### config.mk
export PLATFORM = sky130hd
export DESIGN_NAME = tccc_top
export DESIGN_NICKNAME = d
export VERILOG_FILES = /design/src/tccc_pkg.sv /design/src/tccc_top.sv
export SDC_FILE = /design/constraint.sdc
export NUM_CORES = 1
export LEC_CHECK = 0
export BUFFER_PORTS_ARGS = -buffer_cell sky130_fd_sc_hd__buf_2
export CELL_PAD_IN_SITES_DETAIL_PLACEMENT = 1
export CELL_PAD_IN_SITES_GLOBAL_PLACEMENT = 1
export CORE_MARGIN = 2
export CORE_UTILIZATION = 45
export CTS_BUF_LIST = sky130_fd_sc_hd__clkbuf_4 sky130_fd_sc_hd__clkbuf_8
export DETAILED_ROUTE_END_ITERATION = 6
export PLACE_DENSITY_LB_ADDON = 0.1
export SETUP_SLACK_MARGIN = 0.02
export SYNTH_ARGS = -nofsm -noshare
export SYNTH_HDL_FRONTEND = slang
export SYNTH_SLANG_ARGS = --single-unit
### constraint.sdc
create_clock -name i_clk -period 15.25 [get_ports i_clk]
set_input_delay 2.2875 -clock i_clk [delete_from_list [all_inputs] [get_ports i_clk]]
set_output_delay 2.2875 -clock i_clk [all_outputs]
set_load 0.01 [all_outputs]
### src/tccc_pkg.sv
// tccc_pkg: register map, field layout and reset values of the timer
// count-clock and compare/capture channel; shared by design and bench.
package tccc_pkg;
    // -----------------------------------------------------------------
    // register byte offsets (one aligned word each)
    // -----------------------------------------------------------------
    localparam logic [7:0] CLK_CTRL_OFS   = 8'h00; // clock_control_reg
    localparam logic [7:0] RUN_CTRL_OFS   = 8'h04; // run, reset, one-shot, shadow en
    localparam logic [7:0] SLOT_CTRL_OFS  = 8'h08; // slot_control_reg
    localparam logic [7:0] SLOT_A_OFS     = 8'h0C; // slot_a_value_reg
    localparam logic [7:0] SLOT_B_OFS     = 8'h10; // slot_b_value_reg
    localparam logic [7:0] COUNT_OFS      = 8'h14; // counter, read only
    localparam logic [7:0] FLAG_OFS       = 8'h18; // flags, write 1 to clear
    localparam logic [7:0] IRQ_EN_OFS     = 8'h1C; // interrupt enables
    // -----------------------------------------------------------------
    // field positions
    // -----------------------------------------------------------------
    localparam int CLK_SRC_LSB  = 0;  // count_clock_source_sel [1:0]
    localparam int CLK_DIV_LSB  = 4;  // count_clock_divider_sel [3:0]
    localparam int CLK_GATE_BIT = 8;  // count_clock_gate_en
    localparam int RUN_BIT      = 0;
    localparam int CNT_RST_BIT  = 1;  // write 1 clears counter
    localparam int ONE_SHOT_BIT = 2;  // one_shot_select
    localparam int SHADOW_BIT   = 3;  // compare_shadow_en
    localparam int A_MODE_BIT   = 0;  // slot_a_mode
    localparam int B_MODE_BIT   = 1;  // slot_b_mode
    localparam int A_EDGE_LSB   = 4;  // slot_a_edge_sel
    localparam int B_EDGE_LSB   = 6;  // slot_b_edge_sel
    // flag / enable bit order
    localparam int F_CMP_A = 0;
    localparam int F_CMP_B = 1;
    localparam int F_CAP_A = 2;
    localparam int F_CAP_B = 3;
    localparam int F_OVW   = 4;
    localparam int N_FLAGS = 5;
    // -----------------------------------------------------------------
    // encodings and reset values
    // -----------------------------------------------------------------
    localparam logic [1:0] SRC_FAST_B = 2'h0;
    localparam logic [1:0] SRC_SLOW   = 2'h1;
    localparam logic [1:0] SRC_FAST_A = 2'h2;
    localparam logic [1:0] SRC_EXT    = 2'h3;
    localparam logic [3:0] DIV_FAST_MAX = 4'hE;
    localparam logic [3:0] DIV_SLOW_MAX = 4'h8;
    localparam logic [3:0] DIV_SLOW_256 = 4'h9;
    localparam logic [1:0] EDGE_NONE  = 2'h0;
    localparam logic [1:0] EDGE_RISE  = 2'h1;
    localparam logic [1:0] EDGE_FALL  = 2'h2;
    localparam logic [1:0] EDGE_BOTH  = 2'h3;
    localparam logic [1:0] SRC_RST    = 2'h0;
    localparam logic [3:0] DIV_RST    = 4'h0;
    localparam logic [15:0] CMP_RST   = 16'hFFFF;
endpackage

### src/tccc_top.sv
// tccc_top: count-clock controller, 16-bit up-counter and two
// compare/capture slots of one timer channel, with an APB slave.
// assumes: oscillator ticks, external clock and trigger pins arrive
// asynchronously and are sampled on i_clk (each must stay above two
// i_clk periods per level); i_clk is much faster than all of them.
// Behaviour
// - two-bit selector picks count clock source
// - fast oscillators divide by two to the n
// - slow oscillator divides to 256, code 9 regulated
// - gate bit blocks count clock when zero
// - per slot mode bit: compare or capture
// - match on slot A sets compare A
// - match on B sets flag, clears counter
// - events CCx plus one clocks from zero
// - shadow copies load on compare B event
// - two-bit trigger edge selector per slot
// - selected edge captures counter, sets flag
// - capture while flag set sets overwrite
// - compare-mode slot ignores trigger edges
// - capture-mode slot makes no compare event
// - counter is sixteen-bit up-counter
// - one-shot stops counter on compare B
`timescale 1ns/100ps
`default_nettype none
module tccc_top
    import tccc_pkg::*;
#(
    parameter int CW = 16 // counter width
) (
    input  wire logic          i_clk,          // 20 MHz system clock
    input  wire logic          i_rst_b,        // async reset, active low
    input  wire logic          psel,           // apb select
    input  wire logic          penable,        // apb access phase
    input  wire logic          pwrite,         // apb direction
    input  wire logic [7:0]    paddr,          // apb byte address
    input  wire logic [31:0]   pwdata,         // apb write data
    output logic      [31:0]   prdata,         // apb read data
    output logic               pready,         // apb ready
    output logic               pslverr,        // apb error
    input  wire logic          i_fast_osc_b,   // fast oscillator b
    input  wire logic          i_slow_osc,     // slow oscillator
    input  wire logic          i_fast_osc_a,   // fast oscillator a
    input  wire logic          i_reg_256hz,    // regulated 256 Hz clock
    input  wire logic          i_ext_count_clk,// external count clock pin
    input  wire logic          i_slot_a_trig,  // slot a trigger pin
    input  wire logic          i_slot_b_trig,  // slot b trigger pin
    output logic               o_cmp_a,        // compare a event pulse
    output logic               o_cmp_b,        // compare b event pulse
    output logic               o_irq           // channel interrupt
);
    import tccc_pkg::*;

    // ------------------------------------------------------------------
    // reset release and pin synchronisers
    // ------------------------------------------------------------------
    logic       rst_s1_reg, rst_b;
    always_ff @(posedge i_clk or negedge i_rst_b) begin
        if (!i_rst_b) begin
            rst_s1_reg <= 1'b0;
            rst_b      <= 1'b0;
        end else begin
            rst_s1_reg <= 1'b1;
            rst_b      <= rst_s1_reg;
        end
    end

    localparam int NPIN = 7;
    logic [NPIN-1:0] pin_raw, pin_s1_reg, pin_s2_reg, pin_d_reg, pin_rise;
    assign pin_raw = {i_slot_b_trig, i_slot_a_trig, i_ext_count_clk, i_reg_256hz,
                      i_fast_osc_a, i_slow_osc, i_fast_osc_b};
    always_ff @(posedge i_clk or negedge rst_b) begin
        if (!rst_b) begin
            pin_s1_reg <= '0;
            pin_s2_reg <= '0;
            pin_d_reg  <= '0;
        end else begin
            pin_s1_reg <= pin_raw;
            pin_s2_reg <= pin_s1_reg;
            pin_d_reg  <= pin_s2_reg;
        end
    end
    assign pin_rise = pin_s2_reg & ~pin_d_reg;

    // ------------------------------------------------------------------
    // software registers
    // ------------------------------------------------------------------
    logic [1:0]    src_sel_reg;
    logic [3:0]    div_sel_reg;
    logic          gate_en_reg, run_reg, one_shot_reg, shadow_en_reg;
    logic          a_mode_reg, b_mode_reg;
    logic [1:0]    a_edge_reg, b_edge_reg;
    logic [CW-1:0] a_val_reg, b_val_reg, a_shadow_reg, b_shadow_reg, count_reg;
    logic [N_FLAGS-1:0] flag_reg, irq_en_reg, flag_set;
    logic          wr, cnt_clr_wr, cmp_b_hit, cap_a, cap_b;

    assign wr = psel && penable && pwrite;
    assign cnt_clr_wr = wr && paddr == RUN_CTRL_OFS && pwdata[CNT_RST_BIT];

    always_ff @(posedge i_clk or negedge rst_b) begin
        if (!rst_b) begin
            src_sel_reg   <= SRC_RST;
            div_sel_reg   <= DIV_RST;
            gate_en_reg   <= 1'b0;
            run_reg       <= 1'b0;
            one_shot_reg  <= 1'b0;
            shadow_en_reg <= 1'b0;
            a_mode_reg    <= 1'b0;
            b_mode_reg    <= 1'b0;
            a_edge_reg    <= EDGE_NONE;
            b_edge_reg    <= EDGE_NONE;
            irq_en_reg    <= '0;
        end else begin
            if (wr && paddr == CLK_CTRL_OFS) begin
                src_sel_reg <= pwdata[CLK_SRC_LSB +: 2];
                div_sel_reg <= pwdata[CLK_DIV_LSB +: 4];
                gate_en_reg <= pwdata[CLK_GATE_BIT];
            end else if (wr && paddr == SLOT_CTRL_OFS) begin
                a_mode_reg <= pwdata[A_MODE_BIT];
                b_mode_reg <= pwdata[B_MODE_BIT];
                a_edge_reg <= pwdata[A_EDGE_LSB +: 2];
                b_edge_reg <= pwdata[B_EDGE_LSB +: 2];
            end else if (wr && paddr == IRQ_EN_OFS) begin
                irq_en_reg <= pwdata[N_FLAGS-1:0];
            end
            if (wr && paddr == RUN_CTRL_OFS) begin
                run_reg       <= pwdata[RUN_BIT];
                one_shot_reg  <= pwdata[ONE_SHOT_BIT];
                shadow_en_reg <= pwdata[SHADOW_BIT];
            end else if (cmp_b_hit && one_shot_reg) begin
                run_reg <= 1'b0;
            end
        end
    end

    // ------------------------------------------------------------------
    // count clock: source select, divider, gate
    // ------------------------------------------------------------------
    logic          src_tick, cnt_tick;
    logic [13:0]   div_cnt_reg;
    logic [13:0]   div_mask;
    logic          div_legal;

    always_comb begin
        case (src_sel_reg)
            SRC_FAST_B: src_tick = pin_rise[0];
            SRC_SLOW:   src_tick = pin_rise[1];
            SRC_FAST_A: src_tick = pin_rise[2];
            default:    src_tick = pin_rise[4];
        endcase
        div_mask = 14'((15'h0001 << div_sel_reg) - 15'h0001);
        if (src_sel_reg == SRC_SLOW)
            div_legal = div_sel_reg <= DIV_SLOW_256;
        else
            div_legal = div_sel_reg <= DIV_FAST_MAX;
    end

    // the divider counts source ticks; ratio 1/2^n, reserved codes stall
    always_ff @(posedge i_clk or negedge rst_b) begin
        if (!rst_b)
            div_cnt_reg <= '0;
        else if (src_tick)
            div_cnt_reg <= div_cnt_reg + 14'h0001;
    end

    always_comb begin
        if (src_sel_reg == SRC_EXT)
            cnt_tick = src_tick;
        else if (src_sel_reg == SRC_SLOW && div_sel_reg == DIV_SLOW_256)
            cnt_tick = pin_rise[3];
        else
            cnt_tick = div_legal && src_tick &&
                       (div_cnt_reg & div_mask) == div_mask;
        cnt_tick = cnt_tick && gate_en_reg && run_reg;
    end

    // ------------------------------------------------------------------
    // counter and compare
    // ------------------------------------------------------------------
    logic [CW-1:0] a_ref, b_ref;
    logic          cmp_a_hit;
    assign a_ref = shadow_en_reg ? a_shadow_reg : a_val_reg;
    assign b_ref = shadow_en_reg ? b_shadow_reg : b_val_reg;
    // a match is judged on the count held when a count clock arrives,
    // so the event lands CCx+1 clocks after counting from zero
    assign cmp_a_hit = cnt_tick && !a_mode_reg && count_reg == a_ref;
    assign cmp_b_hit = cnt_tick && !b_mode_reg && count_reg == b_ref;

    always_ff @(posedge i_clk or negedge rst_b) begin
        if (!rst_b)
            count_reg <= '0;
        else if (cnt_clr_wr || cmp_b_hit)
            count_reg <= '0;
        else if (cnt_tick)
            count_reg <= count_reg + CW'(1);
    end

    always_ff @(posedge i_clk or negedge rst_b) begin
        if (!rst_b) begin
            a_shadow_reg <= CMP_RST;
            b_shadow_reg <= CMP_RST;
        end else if (cmp_b_hit) begin
            a_shadow_reg <= a_val_reg;
            b_shadow_reg <= b_val_reg;
        end
    end

    // ------------------------------------------------------------------
    // capture
    // ------------------------------------------------------------------
    function automatic logic edge_hit(input logic [1:0] sel, input logic now,
                                      input logic was);
        edge_hit = (sel[0] && now && !was) || (sel[1] && !now && was);
    endfunction

    // captures are taken only while counting (run set)
    assign cap_a = a_mode_reg && run_reg &&
                   edge_hit(a_edge_reg, pin_s2_reg[5], pin_d_reg[5]);
    assign cap_b = b_mode_reg && run_reg &&
                   edge_hit(b_edge_reg, pin_s2_reg[6], pin_d_reg[6]);

    always_ff @(posedge i_clk or negedge rst_b) begin
        if (!rst_b) begin
            a_val_reg <= CMP_RST;
            b_val_reg <= CMP_RST;
        end else begin
            // a capture outranks a same-cycle software write
            if (cap_a)
                a_val_reg <= count_reg;
            else if (wr && paddr == SLOT_A_OFS)
                a_val_reg <= pwdata[CW-1:0];
            if (cap_b)
                b_val_reg <= count_reg;
            else if (wr && paddr == SLOT_B_OFS)
                b_val_reg <= pwdata[CW-1:0];
        end
    end

    // ------------------------------------------------------------------
    // flags and interrupt; a hardware set wins over a clear
    // ------------------------------------------------------------------
    always_comb begin
        flag_set          = '0;
        flag_set[F_CMP_A] = cmp_a_hit;
        flag_set[F_CMP_B] = cmp_b_hit;
        flag_set[F_CAP_A] = cap_a;
        flag_set[F_CAP_B] = cap_b;
        flag_set[F_OVW]   = (cap_a && flag_reg[F_CAP_A]) ||
                            (cap_b && flag_reg[F_CAP_B]);
    end

    always_ff @(posedge i_clk or negedge rst_b) begin
        if (!rst_b) begin
            flag_reg <= '0;
            o_irq    <= 1'b0;
            o_cmp_a  <= 1'b0;
            o_cmp_b  <= 1'b0;
        end else begin
            if (wr && paddr == FLAG_OFS)
                flag_reg <= (flag_reg & ~pwdata[N_FLAGS-1:0]) | flag_set;
            else
                flag_reg <= flag_reg | flag_set;
            o_irq   <= |(flag_reg & irq_en_reg);
            o_cmp_a <= cmp_a_hit;
            o_cmp_b <= cmp_b_hit;
        end
    end

    // ------------------------------------------------------------------
    // apb read path: zero-wait, unmapped reads zero with pslverr
    // ------------------------------------------------------------------
    logic [31:0] rd_next;
    logic        map_hit;
    always_comb begin
        rd_next = 32'h0000_0000;
        map_hit = 1'b1;
        if (paddr == CLK_CTRL_OFS)
            rd_next = 32'({gate_en_reg, div_sel_reg, 2'h0, src_sel_reg});
        else if (paddr == RUN_CTRL_OFS)
            rd_next = 32'({shadow_en_reg, one_shot_reg, 1'b0, run_reg});
        else if (paddr == SLOT_CTRL_OFS)
            rd_next = 32'({b_edge_reg, a_edge_reg, 2'h0, b_mode_reg, a_mode_reg});
        else if (paddr == SLOT_A_OFS)
            rd_next = 32'(a_val_reg);
        else if (paddr == SLOT_B_OFS)
            rd_next = 32'(b_val_reg);
        else if (paddr == COUNT_OFS)
            rd_next = 32'(count_reg);
        else if (paddr == FLAG_OFS)
            rd_next = 32'(flag_reg);
        else if (paddr == IRQ_EN_OFS)
            rd_next = 32'(irq_en_reg);
        else
            map_hit = 1'b0;
    end

    // answer registered in the setup cycle, ready in the access phase
    always_ff @(posedge i_clk or negedge rst_b) begin
        if (!rst_b) begin
            prdata  <= 32'h0000_0000;
            pready  <= 1'b0;
            pslverr <= 1'b0;
        end else begin
            pready  <= psel && !penable;
            pslverr <= psel && !penable && !map_hit;
            prdata  <= (psel && !penable && !pwrite) ? rd_next : 32'h0000_0000;
        end
    end
endmodule
`default_nettype wire

# == Word level (Yosys, flattened, before mapping) ==
# Cells that the tools add are included.
# totals
regBits,180
input_bits,52
out_inout_bits,37
elab_cells,150
# op_classes
addsub,3
order_cmp,2
n_eq_ne,14
n_shift,1
muxes,32
n_bitwise,10
reduce_logical,59
# ops
operator,n
16-bit 2-to-1 mux,14
1-bit logical AND,37
16-bit equality test,2
"8-bit by 5-bit equality test with 1-bit output, second input constant",4
32-bit 2-to-1 mux,1
"16-bit by 1-bit adder with 16-bit output, second input constant",1
"8-bit by 4-bit equality test with 1-bit output, second input constant",2
5-bit bitwise AND,3
5-bit 2-to-1 mux,3
"14-bit by 1-bit adder with 14-bit output, second input constant",1
14-bit bitwise AND,1
14-bit equality test,1
"1-bit by 4-bit left shift with 14-bit output, first input constant",1
"14-bit by 1-bit subtractor with 14-bit output, second input constant",1
1-bit 2-to-1 mux,13
5-bit NOT,2
5-bit bitwise OR,2
1-bit logical NOT,9
"8-bit by 3-bit equality test with 1-bit output, second input constant",1
"4-bit <= comparator, second input constant",2
8-bit logical NOT,1
2-bit nonzero test,4
5-bit OR reduction,1
"2-bit equality test, second input constant",2
other kinds (8),12

# == Longest topological paths before layout ==
# depth
word_depth,14
mapped_depth,13
depth_no_buf,10

# == Least setup slack after synthesis ==
# Ideal clock, no wire load.
# synth_path
path_type,input-to-reg
startpoint,input port paddr[1]
endpoint,register count_reg[14]
setup_ns,0.122
arrival_time_ns,4.097
required_ns,15.128
setup_slack_ns,11.031
stages,8
n_path_buf,1
cell_sequence,or4_4 > nor3_2 > nand2_1 > nor3_2 > and2_1 > buf_4 > nor4_1 > a32o_1
# synth_between
elab_chain_len,5
word_cells_on_any_way,6
# synth_rtl
item,line_no,text
"start, declared",tccc_top.sv:35,"input wire logic [7:0] paddr,"
8-bit by 3-bit equality test with 1-bit output (*),tccc_top.sv:97,assign cnt_clr_wr = wr && paddr == RUN_CTRL_OFS && pwdata[CNT_RST_BIT];
1-bit logical AND (*) (2 in series),tccc_top.sv:97,
1-bit logical OR (*),tccc_top.sv:191,else if (cnt_clr_wr || cmp_b_hit)
16-bit 2-to-1 mux / 2-bit nonzero test (equally long branches),--,
"end signal, assigned",tccc_top.sv:194,count_reg <= count_reg + CW'(1);
"end, declared",tccc_top.sv:92,"logic [CW-1:0] a_val_reg, b_val_reg, a_shadow_reg, b_shadow_reg, count_reg;"
# Mark *: on every way between the ends. The rest lies on a longest branch, timed or not.
# A chain may end at the register's enable or synchronous reset.

# == Final worst setup path ==
# Ends and elaborated chain as after synthesis.

==> qor.json <==
{
  "detail_route.wirelength_mm": 21.7,
  "synth.yosys.warnings": 0,
  "global_route_wire_length_before_repair_mm": 35.8,
  "hold_viol_final": 0,
  "drcViolationCount": 0,
  "leakage_uw": 0.00376,
  "groute.usage.overall": 0.232,
  "post-route-period-util": 0.293,
  "coreArea_um2": 18600,
  "cts_setup_buffers": 0,
  "post_drt_wl_per_cell_um": 20.9,
  "critical_path.max_fanout": 14,
  "most-common-layout-cells": "98 x sky130_fd_sc_hd__dfrtp_1, 74 x sky130_fd_sc_hd__nand2_1, 67 x sky130_fd_sc_hd__mux2_2",
  "fin_hold_ws_ns": 0.206,
  "clock_skew_ns": 0.0213,
  "final-max-slew-violation-count": 0,
  "diodes": 0,
  "finalSetupViolations": 0,
  "power.ir.vdd_worst_uv": 47.9,
  "vertical_die_dimension_um": 141,
  "row_count": 50,
  "leading_cell_type_in_the_layout_fill_and_taps_excluded": "sky130_fd_sc_hd__dfrtp_1",
  "drt-initial-drc-count": 301,
  "dp_hpwl_mm": 15.0,
  "cpMaxStageDelayCell": "sky130_fd_sc_hd__and2_1",
  "holdBufCountCts": 0,
  "measured_slew_at_the_worst_slew_check_pin_ns": 1.08,
  "clock_tree_from_tritoncts": "done",
  "die_area_um2": 19900,
  "antenna_violations_before_repair": 0,
  "tritoncts.num_buffers": 17,
  "fin_setup_tns_ns": 0,
  "drv.max_cap_violation_count": 0,
  "required_ns": 15.60,
  "multiInputGateArea_um2": 3870,
  "worstSkewPairLatency_ns": 0.47,
  "final_layout_size_suffix_gt1_frac": 0.311,
  "cts_root_buf": "sky130_fd_sc_hd__clkbuf_8",
  "status": "completed",
  "cts.sinks": 164,
  "area_growth_syn_to_layout_pct": 8.29,
  "endpoint_kind": "register",
  "worst-endpoint-arrival_ns": 4.81,
  "synth.ff_latch_count": 164,
  "finalWeightedCongestion": 0.842,
  "detailedPlace.worstSlack_ns": 10.25,
  "grt_start_max_net_pins": 82,
  "synth_top_flop_cell": "sky130_fd_sc_hd__dfrtp_1",
  "postSynthCellCount": 761,
  "placedCellCount": 1005,
  "critical_path.max_stage_delay_ns": 0.57,
  "share_of_synthesized_registers_carrying_an_async_set_or_reset": 1.00,
  "startpoint_type": "input pin",
  "cts-htree-levels": 4,
  "worst_hold_path_type": "register to async pin",
  "die_w_um": 141,
  "port_buffers": 56,
  "netlist_top_cells_area": "sky130_fd_sc_hd__dfrtp_1 30%, sky130_fd_sc_hd__dfstp_2 20%, sky130_fd_sc_hd__mux2_2 8.9%",
  "critical-path-top-cell-by-count": "sky130_fd_sc_hd__nor3_2",
  "drtPass1Iterations": 4,
  "worst-setup-path-type": "input pin to register",
  "ys_types": 60,
  "initial_core_util": 0.454,
  "setup_repair_after_global_routing_missed_its_margin": "false",
  "cts-root-to-sink-buffers": 2,
  "max_freq_mhz": 224,
  "final.min_clock_period_ns": 4.46,
  "synth_enable_flop_cells": 0,
  "layout_setup_ws_ns": 10.79,
  "io_pins": 89,
  "nets": 845,
  "vias": 5930,
  "filler_cell_count": 2036,
  "synth_sequential_area_ratio": 0.496,
  "crit_chain": "buf_2 > or4_4 > nor3_2 > nand2_1 > nor3_2 > and2_1 > nor4_1 > a32o_1",
  "clkTransAtPathRegs_ns": 0.10,
  "post_synthesis_instance_area_um2": 8440,
  "synth_top_area_share": 0.297,
  "post-synth-top-area-cell": "sky130_fd_sc_hd__dfrtp_1",
  "final-seq-area_um2": 4190,
  "timing.slew.headroom": 0.280,
  "number_of_global_route_vias_before_repair": 6533,
  "detail-route-antenna-nets": 0,
  "syn-mean-instance-area_um2": 11.1,
  "grt_remaining_overflow": 0,
  "cts-resized-gates": 0,
  "post_drt_via_cell_ratio": 5.72,
  "ratio_of_total_power_to_cell_area_nw_per_um2": 91.4,
  "post_layout_nonfiller_instances": 1037
}
==> layout make-up <==
class / count / area share
flip-flops and latches: 164 / 0.459
multi-input cells: 531 / 0.424
repair buffers: 65 / 0.0381
well taps: 234 / 0.0320
clock buffers: 17 / 0.0256
clock inverters: 15 / 0.0171
inverters: 11 / 0.00452
==> critical path: cells and delay by family <==
family | cells | cell delay [ns]
buf+inv | 1 | 0.10
compound gates | 1 | 0.24
simple gates | 6 | 2.18
==> worst paths after layout <==
check                                       end  depth (start not counted)  slack (ns)          start
worst max-delay path              count_reg[14]                          8       10.79       paddr[1]
worst min-delay path                    o_cmp_a                          0        0.21          rst_b
worst min register to register          o_cmp_a                          0        0.21          rst_b
max in group asynchronous            prdata[10]                          2       12.95          rst_b
worst max register to register  a_shadow_reg[5]                          8       11.15  shadow_en_reg
min in group i_clk                pin_s2_reg[4]                          0        0.35  pin_s1_reg[4]
==> where the power goes <==
part / switching (uW) / internal, uW / leakage, uW
Clock: 188 / 122 / 0.000201
Sequential: 16.7 / 450 / 0.00198
Combinational: 33.8 / 23.9 / 0.00159
==> layer usage <==
metal	GRT usage	up-vias	share of wire
met4	0.0647	0	0.017
met2	0.390	118	0.49
met3	0.0442	27	0.030
met1	0.310	3056	0.46
li1	-	2729	-
met5	0	-	0
==> cells in the mapped netlist, types with 5 or more instances <==
| master | instances |
|---|---|
| sky130_fd_sc_hd__dfrtp_1 | 100 |
| sky130_fd_sc_hd__nand2_1 | 74 |
| sky130_fd_sc_hd__mux2_2 | 67 |
| sky130_fd_sc_hd__mux2i_1 | 65 |
| sky130_fd_sc_hd__dfstp_2 | 64 |
| sky130_fd_sc_hd__o21ai_0 | 40 |
| sky130_fd_sc_hd__nor2_1 | 37 |
| sky130_fd_sc_hd__xnor2_1 | 35 |
| sky130_fd_sc_hd__clkbuf_1 | 26 |
| sky130_fd_sc_hd__a21oi_1 | 20 |
| sky130_fd_sc_hd__a22oi_1 | 17 |
| sky130_fd_sc_hd__buf_4 | 17 |
| sky130_fd_sc_hd__and3_1 | 15 |
| sky130_fd_sc_hd__a32o_1 | 12 |
| sky130_fd_sc_hd__inv_1 | 11 |
| sky130_fd_sc_hd__o21ai_1 | 11 |
| sky130_fd_sc_hd__xor2_1 | 11 |
| sky130_fd_sc_hd__buf_2 | 10 |
| sky130_fd_sc_hd__nor4_1 | 10 |
| sky130_fd_sc_hd__nor3_1 | 9 |
| sky130_fd_sc_hd__nor3b_1 | 9 |
| sky130_fd_sc_hd__buf_1 | 8 |
| sky130_fd_sc_hd__nand3_1 | 8 |
| sky130_fd_sc_hd__buf_6 | 7 |
| sky130_fd_sc_hd__nand4_1 | 6 |
| sky130_fd_sc_hd__a21o_1 | 5 |
| sky130_fd_sc_hd__nand2b_1 | 5 |
==> metrics by stage <==
step / instance area (um2) / total power [uW] / util
after global routing: 9140 / 875 / 0.492
after CTS: 9140 / 847 / 0.492
final: 9140 / 835 / 0.492
after detailed placement: 8750 / 533 / 0.471
after global placement: 8750 / 530 / 0.471
after floorplan: 8490 / 512 / -
==> cells by family after synthesis <==
logic type                 Yosys count  synth area share
AOI/OAI and AO/OA                  129            0.0998
xor gates and xnor gates            46            0.0478
muxes                              136             0.177
DFF                                164             0.496
and+or+nand+nor                    200             0.121
other                                2          0.000890
buffers and inverters               81            0.0528
adders and majority gates            3           0.00445
Power figures use the tool's default switching activity.
